[src/logic/eewp_consts.svh]
// Constants for the EEPROM write/protect host controller
`ifndef EEWP_CONSTS_SVH
`define EEWP_CONSTS_SVH
// Clock and timing
`define EEWP_CLK_NS 5
`define EEWP_WP_NS 150
`define EEWP_WP_CYC ((`EEWP_WP_NS + `EEWP_CLK_NS - 1) / `EEWP_CLK_NS)
`define EEWP_WPH_NS 50
`define EEWP_WPH_CYC ((`EEWP_WPH_NS + `EEWP_CLK_NS - 1) / `EEWP_CLK_NS)
`define EEWP_SETUP_NS 100
`define EEWP_SETUP_CYC ((`EEWP_SETUP_NS + `EEWP_CLK_NS - 1) / `EEWP_CLK_NS)
`define EEWP_ACC_NS 150
`define EEWP_ACC_CYC ((`EEWP_ACC_NS + `EEWP_CLK_NS - 1) / `EEWP_CLK_NS)
`define EEWP_BLW_US 150
`define EEWP_BLW_CYC ((`EEWP_BLW_US * 1000) / `EEWP_CLK_NS)
`define EEWP_TWC_MS 10
`define EEWP_TWC_CYC ((`EEWP_TWC_MS * 1000000) / `EEWP_CLK_NS)
// Unlock prefix
`define EEWP_UNL_A0 17'h05555
`define EEWP_UNL_D0 8'hAA
`define EEWP_UNL_A1 17'h02AAA
`define EEWP_UNL_D1 8'h55
`define EEWP_UNL_A2 17'h05555
`define EEWP_UNL_D2 8'hA0
`define EEWP_PAGE_BYTES 8'h80
`define EEWP_POLL_BIT 7
`endif

[src/logic/eewp_pkg.sv]
// Types for the EEPROM write/protect host controller
package eewp_pkg;
	typedef struct packed {
		logic [16:0] addr;
		logic [15:0] data;
		logic [1:0] lanes;
		logic write;
		logic prefix;
	} eewp_req_t;
	typedef struct packed {
		logic [16:0] address_lines;
		logic [1:0] nv_select_n;
		logic [1:0] nv_write_strobe_n;
		logic oe_n;
		logic [15:0] data_o;
		logic data_oe;
	} eewp_pins_t;
	typedef enum logic [3:0] {
		EEWP_IDLE = 4'h0,
		EEWP_SETUP = 4'h1,
		EEWP_LOW = 4'h2,
		EEWP_HIGH = 4'h3,
		EEWP_NEXT = 4'h4,
		EEWP_RD = 4'h5,
		EEWP_RDONE = 4'h6,
		EEWP_POLL = 4'h7,
		EEWP_PGAP = 4'h8
	} eewp_state_t;
endpackage : eewp_pkg

[src/logic/eewp_cnt.sv]
// Down counter used for the host's pin timing
`timescale 1ns/10ps
module eewp_cnt #(
	parameter int W = 8
) (
	// Clock and reset
	input wire logic clk,
	input wire logic rst,
	// Control
	input wire logic load,
	input wire logic [W-1:0] value,
	// Status
	output logic done
);
	logic [W-1:0] cnt_q;

	always_ff @(posedge clk) begin
		if (rst)
			cnt_q <= '0;
		else if (load)
			cnt_q <= value;
		else if (cnt_q != '0)
			cnt_q <= cnt_q - 1'b1;
	end

	// Done must not look at load: callers build load from done
	assign done = (cnt_q == '0);
endmodule : eewp_cnt

[src/logic/eewp_host.sv]
// Host controller driving the EEPROM array pins for writes, reads and polling
//
// Summary of operation
// - Write only with output enable high, strobe low.
// - Next page byte within 150 us of last; the host closes the page after 75 us without a request.
// - Page address lines stable during page write.
// - AA/5555, 55/2AAA, A0/5555 enables protection.
// - Protected writes need the three-byte prefix.
// - Six-byte sequence removes protection; the host sends no such sequence and the model never clears protection.
`timescale 1ns/10ps
`include "eewp_consts.svh"
module eewp_host (
	// Clock and reset
	input wire logic clk,
	input wire logic rst,
	// User request
	input wire eewp_pkg::eewp_req_t req,
	input wire logic req_valid,
	input wire logic req_last,
	output logic req_ready,
	// User answer
	output logic [15:0] rd_data,
	output logic rd_valid,
	output logic prog_done,
	output logic prog_timeout,
	// Device pins
	output eewp_pkg::eewp_pins_t pins,
	input wire logic [15:0] nv_data_bus_i
);
	import eewp_pkg::*;

	// ------------------------------------------------------------
	// State and captured request
	// ------------------------------------------------------------
	eewp_state_t state_q;
	eewp_req_t cur_q;
	logic [2:0] pre_q;
	logic last_q;
	logic [7:0] nbytes_q;
	logic [15:0] sync1_q;
	logic [15:0] sync2_q;
	logic [31:0] wait_q;
	logic cnt_load;
	logic [7:0] cnt_val;
	logic cnt_done;
	logic acc_done;
	logic [16:0] wr_addr;
	logic [15:0] wr_data;
	logic [15:0] poll_exp;

	eewp_cnt #(.W(8)) u_cnt (
		.clk(clk),
		.rst(rst),
		.load(cnt_load),
		.value(cnt_val),
		.done(cnt_done)
	);

	// Pin data passes two flops before any logic reads it
	always_ff @(posedge clk) begin
		sync1_q <= nv_data_bus_i;
		sync2_q <= sync1_q;
	end

	// ------------------------------------------------------------
	// Prefix sequencing: unlock bytes precede the payload
	// ------------------------------------------------------------
	always_comb begin
		// Protection removal bytes leave here as plain writes
		wr_addr = cur_q.addr;
		wr_data = cur_q.data;
		unique case (pre_q)
			3'd1: begin
				wr_addr = `EEWP_UNL_A0;
				wr_data = {2{`EEWP_UNL_D0}};
			end
			3'd2: begin
				wr_addr = `EEWP_UNL_A1;
				wr_data = {2{`EEWP_UNL_D1}};
			end
			3'd3: begin
				wr_addr = `EEWP_UNL_A2;
				wr_data = {2{`EEWP_UNL_D2}};
			end
			default: ;
		endcase
	end

	assign poll_exp = cur_q.data;
	assign req_ready = (state_q == EEWP_IDLE) || (state_q == EEWP_NEXT);

	// ------------------------------------------------------------
	// Main sequencer
	// ------------------------------------------------------------
	always_comb begin
		cnt_load = 1'b0;
		cnt_val = 8'h00;
		unique case (state_q)
			EEWP_IDLE, EEWP_NEXT: begin
				cnt_load = req_valid;
				cnt_val = 8'(`EEWP_SETUP_CYC);
			end
			EEWP_SETUP: begin
				cnt_load = cnt_done;
				cnt_val = 8'(`EEWP_WP_CYC);
			end
			EEWP_LOW: begin
				cnt_load = cnt_done;
				cnt_val = 8'(`EEWP_WPH_CYC);
			end
			EEWP_HIGH: begin
				// Next unlock byte and the poll gap both start from a full setup
				cnt_load = cnt_done;
				cnt_val = 8'(`EEWP_SETUP_CYC);
			end
			EEWP_RD, EEWP_POLL: begin
				cnt_load = 1'b0;
			end
			EEWP_PGAP: begin
				cnt_load = cnt_done;
				cnt_val = 8'(`EEWP_ACC_CYC);
			end
			default: ;
		endcase
	end

	always_ff @(posedge clk) begin
		if (rst) begin
			state_q <= EEWP_IDLE;
			cur_q <= '0;
			pre_q <= 3'd0;
			last_q <= 1'b0;
			nbytes_q <= 8'h00;
			rd_data <= 16'h0000;
			rd_valid <= 1'b0;
			prog_done <= 1'b0;
			prog_timeout <= 1'b0;
			wait_q <= 32'h0;
		end else begin
			rd_valid <= 1'b0;
			prog_done <= 1'b0;
			prog_timeout <= 1'b0;
			unique case (state_q)
				EEWP_IDLE, EEWP_NEXT: begin
					if (req_valid) begin
						cur_q <= req;
						last_q <= req_last;
						// prefix only when asked, once per page
						pre_q <= (req.write && req.prefix && state_q == EEWP_IDLE) ? 3'd1 : 3'd0;
						state_q <= req.write ? EEWP_SETUP : EEWP_RD;
						if (req.write)
							nbytes_q <= (state_q == EEWP_IDLE) ? 8'h01 : nbytes_q + 8'h01;
						wait_q <= 32'h0;
					end else if (state_q == EEWP_NEXT) begin
						// a stalled page gets programmed by the device, so poll
						wait_q <= wait_q + 32'h1;
						if (wait_q >= 32'(`EEWP_BLW_CYC / 2)) begin
							state_q <= EEWP_PGAP;
							wait_q <= 32'h0;
						end
					end
				end
				EEWP_SETUP: if (cnt_done) state_q <= EEWP_LOW;
				EEWP_LOW: if (cnt_done) state_q <= EEWP_HIGH;
				EEWP_HIGH: if (cnt_done) begin
					if (pre_q != 3'd0 && pre_q != 3'd4) begin
						pre_q <= pre_q + 3'd1;
						state_q <= EEWP_SETUP;
					end else if (last_q || nbytes_q == `EEWP_PAGE_BYTES) begin
						state_q <= EEWP_PGAP;
						wait_q <= 32'h0;
					end else
						state_q <= EEWP_NEXT;
				end
				EEWP_RD: state_q <= EEWP_RDONE;
				EEWP_RDONE: if (acc_done) begin
					rd_data <= sync2_q;
					rd_valid <= 1'b1;
					state_q <= EEWP_IDLE;
				end
				EEWP_PGAP: begin
					wait_q <= wait_q + 32'h1;
					if (cnt_done) state_q <= EEWP_POLL;
				end
				EEWP_POLL: begin
					wait_q <= wait_q + 32'h1;
					// each lane enabled in cur_q.lanes must show true polling bits
					// Compare only once the read pins have settled through the flops
					if (cnt_done
						&& (!cur_q.lanes[0] || sync2_q[`EEWP_POLL_BIT] == poll_exp[`EEWP_POLL_BIT])
						&& (!cur_q.lanes[1] || sync2_q[8 + `EEWP_POLL_BIT]
						== poll_exp[8 + `EEWP_POLL_BIT])) begin
						prog_done <= 1'b1;
						state_q <= EEWP_IDLE;
					end else if (wait_q >= 32'(`EEWP_TWC_CYC)) begin
						prog_timeout <= 1'b1;
						state_q <= EEWP_IDLE;
					end
				end
				default: state_q <= EEWP_IDLE;
			endcase
		end
	end

	// Read waits the access time once pins settle
	logic rd_arm;
	assign rd_arm = (state_q == EEWP_RD);
	eewp_cnt #(.W(8)) u_acc (
		.clk(clk),
		.rst(rst),
		.load(rd_arm),
		.value(8'(`EEWP_ACC_CYC + 2)),
		.done(acc_done)
	);

	// ------------------------------------------------------------
	// Pin drive
	// ------------------------------------------------------------
	always_ff @(posedge clk) begin
		if (rst) begin
			pins.address_lines <= 17'h00000;
			pins.nv_select_n <= 2'b11;
			pins.nv_write_strobe_n <= 2'b11;
			pins.oe_n <= 1'b1;
			pins.data_o <= 16'h0000;
			pins.data_oe <= 1'b0;
		end else begin
			pins.nv_write_strobe_n <= 2'b11;
			pins.data_oe <= 1'b0;
			pins.oe_n <= 1'b1;
			pins.nv_select_n <= 2'b11;
			unique case (state_q)
				EEWP_SETUP, EEWP_LOW, EEWP_HIGH: begin
					// page lines held; OE stays high while writing
					pins.address_lines <= wr_addr;
					pins.data_o <= wr_data;
					pins.data_oe <= 1'b1;
					pins.nv_select_n <= ~cur_q.lanes;
					if (state_q == EEWP_LOW)
						pins.nv_write_strobe_n <= ~cur_q.lanes;
				end
				EEWP_RD, EEWP_RDONE, EEWP_POLL: begin
					// read with strobe high, floats otherwise
					pins.address_lines <= cur_q.addr;
					pins.nv_select_n <= ~cur_q.lanes;
					pins.oe_n <= 1'b0;
				end
				default: ;
			endcase
		end
	end

	// ------------------------------------------------------------
	// Checks
	// ------------------------------------------------------------
	chk_oe_write: assert property (@(posedge clk) disable iff (rst)
		(pins.nv_write_strobe_n != 2'b11) |-> pins.oe_n) else $error("strobe with oe low");
	chk_inhibit_pin: assert property (@(posedge clk) disable iff (rst)
		!pins.oe_n |-> !pins.data_oe) else $error("driving data during read");
	chk_pulse_width: assert property (@(posedge clk) disable iff (rst)
		$fell(pins.nv_write_strobe_n[0]) |=> !pins.nv_write_strobe_n[0] [*8])
		else $error("strobe pulse too short");
	chk_addr_stable: assert property (@(posedge clk) disable iff (rst)
		(state_q == EEWP_LOW) |=> $stable(pins.address_lines) || state_q != EEWP_HIGH)
		else $error("address moved in write");
	chk_prefix_start: assert property (@(posedge clk) disable iff (rst)
		(state_q == EEWP_LOW && pre_q == 3'd1) |-> pins.address_lines == `EEWP_UNL_A0)
		else $error("bad unlock address");
	chk_page_count: assert property (@(posedge clk) disable iff (rst)
		nbytes_q <= `EEWP_PAGE_BYTES) else $error("page overrun");
	chk_read_float: assert property (@(posedge clk) disable iff (rst)
		(state_q == EEWP_IDLE) |=> pins.oe_n && pins.nv_select_n == 2'b11)
		else $error("pins not idle");
	chk_poll_bound: assert property (@(posedge clk) disable iff (rst)
		(state_q == EEWP_POLL) |-> wait_q <= 32'(`EEWP_TWC_CYC) + 32'd300)
		else $error("poll overran");
	cov_write: cover property (@(posedge clk) state_q == EEWP_HIGH ##1 state_q == EEWP_NEXT);
	cov_read: cover property (@(posedge clk) rd_valid);
	cov_poll: cover property (@(posedge clk) prog_done);
endmodule : eewp_host

[config.mk]
export PLATFORM = sky130hd
export DESIGN_NAME = eewp_host
export DESIGN_NICKNAME = d
export VERILOG_FILES = /design/src/logic/eewp_pkg.sv /design/src/logic/eewp_cnt.sv /design/src/logic/eewp_host.sv
export VERILOG_INCLUDE_DIRS = /design/src /design/src/logic
export SDC_FILE = /design/constraint.sdc
export NUM_CORES = 1
export LEC_CHECK = 0
export BUFFER_PORTS_ARGS = -buffer_cell sky130_fd_sc_hd__buf_2
export CORE_ASPECT_RATIO = 1.4
export CORE_MARGIN = 2
export CORE_UTILIZATION = 53
export CTS_BUF_LIST = sky130_fd_sc_hd__clkbuf_4 sky130_fd_sc_hd__clkbuf_8
export CTS_CLUSTER_DIAMETER = 60
export DETAILED_ROUTE_END_ITERATION = 16
export PLACE_DENSITY = 0.84
export SYNTH_ARGS = -nofsm -noshare
export SYNTH_HDL_FRONTEND = slang
export SYNTH_SLANG_ARGS = --single-unit
[constraint.sdc]
create_clock -name clk -period 2.5 [get_ports clk]
set_input_delay 0.5 -clock clk [delete_from_list [all_inputs] [get_ports clk]]
set_output_delay 0.5 -clock clk [all_outputs]
set_load 0.005 [all_outputs]
==> results.txt <==
status = finished clean
crit start category = register
Tmin final = 2.40 ns
Starting DRT DRC Count = 357
Detail Route Antenna Nets = 0
Top Ports = 116
cts hold-fix bufs = 0
Post-synth EDFFs = 0
Synthesized Nets = 968
RePlAce Congestion = 0.937
M3 GR Usage = 5.84%
die area = 15,200 um^2
# setup viols final = 0
kind of critical path = reg -> out
CTS buffer count = 17
# fillers = 1,193
clock buffer depth = 2
Syn Area/Cell = 8.37 um^2
I/O Buffers = 115
slowest stage delay, CP = 0.46 ns
min-delay src = nv_data_bus_i[8]
asr flop ratio synth = 0%
CP Launch Point = state_q[0]
clock net sink count = 189
Primary FF master, synth = dfxtp_1
vias per inst = 5.60
CP cell instances = buf_4 > nor3_1 > buf_4 > buf_2
initial antenna violation count = 0
synth top area cells = dfxtp_1, nand2_1, a21oi_1, nor2_1, nand3_1
crit share post-route = 96.1%
synth warn = 0
Storage cell area = 3780 um^2
Reg2Reg Depth = 7
total number of vias = 6,862
flops & latches, synth = 189
R2R setup slack = 0.1 ns
worst setup path end = req_ready
layout net count = 1,097
total track usage = 24.7%
layout cell share with drive strength beyond 1 = 20.4%
gate count of the mapped netlist = 899
Max VDD drop = 0.000649 V
FP Rows = 51
FF-to-FF Start = wait_q[5]
Worst slew margin = 58.0%
max cap viols = 0
most frequent CP cell = buf_4
CORE AREA = 13,900 um^2
GRT overflow = 0
cell taking the most area after synthesis = dfxtp_1
DRC = 0
Die Width = 105 um
vias in the first global route = 6,706
area occupied by multi-input gates = 3530 um^2
Yosys top cell area share = 50.3%
busiest grt layer = met2
met2 usage = 44.3%
WP data arrival = 1.90 ns
Syn-to-layout area delta = 18.7%
RSZ-0062 raised after global routing = false
Slowest-stage cell, CP = dfxtp_1
Wirelength per Cell = 15.2 um
Synth cell types = 62
PD cells = 1030 nW/um^2
Fin Setup TNS = 0 ns
DRT Pass-1 Iters = 5
post-DP HPWL = 12,900 um
pin count of the biggest net entering global routing = 56
overall power = 9180 uW
Setup crit end kind = primary output
HP Class = in -> reg
fmax = 416 MHz
CTS tree = yes
H-tree depth = 4
first-pass GRT wire length = 30,800 um
die height = 145 um
Seq/Total Area, Yosys = 50.3%
worst skew pair latency = 0.47 ns
RR Endpoint = wait_q[7]
Clock Skews = 0.0176 ns
fin cells = 1,226
Pins Over Slew Limit = 0
dpl cells = 1,194
setup bufs post-CTS = 0
clk slew on worst S/H paths = 0.11 ns
diode count = 0
Crit Path Max Fanout = 12
Mapped Area = 7520 um^2
Hold Vio Cnt, Final = 0
drt total wl = 18,600 um
GR met1 Demand/Resource = 27.7%
leakage power figure = 0.00371 uW
CTS root buf = clkbuf_8
worst endpoint required time = 2.00 ns
CP top delay family = buffers and inverters
Slew @ Worst Pin = 0.628 ns
Initial Util = 54.1%
Buf/Inv on CP = 3
CP Depth = 4
## kinds of logic after synthesis
kind of cell	share of synthesized area (%)
buffers and inverters	3.51
multiplexers	0.416
AO/OA/AOI/OAI	16.3
adder cells (fa/ha/maj)	2.00
XOR/XNOR	2.56
flip-flops	50.3
AND/OR/NAND/NOR	25.0
## synthesized netlist by cell type, drive strengths merged, types with 13 or more instances
cell / instances
a221oi: 15
nand3: 33
nand2: 172
nor3: 35
o21ai: 16
a21oi: 93
nor2: 104
xor2: 13
clkbuf: 40
dfxtp: 189
inv: 22
## flip-flops by register name, summed over array words and instances, names as in the netlist
register,cells
pins,39
rd_data,16
poll_exp,16
sync2_q,16
sync1_q,16
prog_done,1
pre_q,3
rd_valid,1
u_acc.cnt_q,8
state_q,4
last_q,1
nbytes_q,8
prog_timeout,1
u_cnt.cnt_q,8
cur_q,19
wait_q,32
## worst reg2reg max path, cell delays in order, from the launching register on
cell,delay (ns)
dfxtp_1,0.36
a211o_1,0.28
a211o_1,0.34
a211oi_4,0.31
nor2_2,0.11
or2_4,0.31
or4_1,0.47
a31oi_1,0.16
## placed cells by master, fill, tap and decap left out, types with 5 or more instances in the layout
| cell | instances |
|---|---|
| xor2_1 | 13 |
| o22ai_1 | 5 |
| nor3_1 | 31 |
| or4_1 | 6 |
| inv_8 | 5 |
| a211oi_1 | 7 |
| buf_2 | 114 |
| inv_1 | 22 |
| a21o_1 | 12 |
| ha_1 | 11 |
| a22o_1 | 12 |
| clkbuf_8 | 17 |
| a21oi_1 | 91 |
| nor2b_1 | 6 |
| nand2_1 | 170 |
| nand4_1 | 8 |
| xnor2_1 | 9 |
| and2_1 | 6 |
| nand2b_1 | 6 |
| a221oi_1 | 15 |
| clkinv_8 | 5 |
| dfxtp_1 | 189 |
| nor4_1 | 7 |
| nor2_1 | 103 |
| o21ai_0 | 15 |
| a31oi_1 | 5 |
| and3_1 | 6 |
| buf_4 | 41 |
| nand3_1 | 33 |
## worst min path at each step
stage	slack, ns	to	cells past startpoint
6_report	0.12	sync1_q[8]	1
5_1_grt	0.09	sync1_q[7]	1
4_1_cts	0.10	sync1_q[7]	1
3_5_place_dp	0.31	sync2_q[4]	0
3_3_place_gp	0.31	sync2_q[12]	0
2_1_floorplan	0.31	sync2_q[0]	0
## area by class of cell
| class | instances | share of cell area (%) |
|---|---|---|
| multi-input cells | 643 | 39.6 |
| clock inverters | 15 | 2.09 |
| inverters | 22 | 0.925 |
| flip-flops and latches | 189 | 42.4 |
| repair buffers | 155 | 9.83 |
| clock buffers | 17 | 2.62 |
| well taps | 185 | 2.59 |
## what timing repair did
action | 4_1_cts | 5_1_grt
hold endpoints to repair | 0 | 0
endpoints found under the setup margin | 0 | 27
gates resized for setup | 0 | 11
## where the power goes
group / total, uW / internal, uW / switching (uW) / leakage [uW]
clock: 2060 / 779 / 1280 / 0.000204
combinational: 3290 / 1320 / 1970 / 0.00195
sequential: 3830 / 3480 / 351 / 0.00155
total: 9180 / 5580 / 3600 / 0.00371
## per-layer routing
layer | vias up | wire [um]
met5 | - | 0
met4 | 0 | 553
met3 | 50 | 995
met2 | 200 | 9730
met1 | 3246 | 7320
li1 | 3366 | -
## through the flow
step | hold slack (ns) | cell area (um^2) | setup slack [ns] | util [%]
3_3_place_gp | 0.310 | 8460 | 0.109 | 60.8
2_1_floorplan | 0.310 | 7520 | 0.185 | -
3_5_place_dp | 0.313 | 8460 | 0.0744 | 60.8
6_report | 0.122 | 8930 | 0.0980 | 64.2
4_1_cts | 0.102 | 8880 | 0.0566 | 63.8
5_1_grt | 0.0872 | 8930 | 0.00675 | 64.2
(Power assumes the default switching activity.)
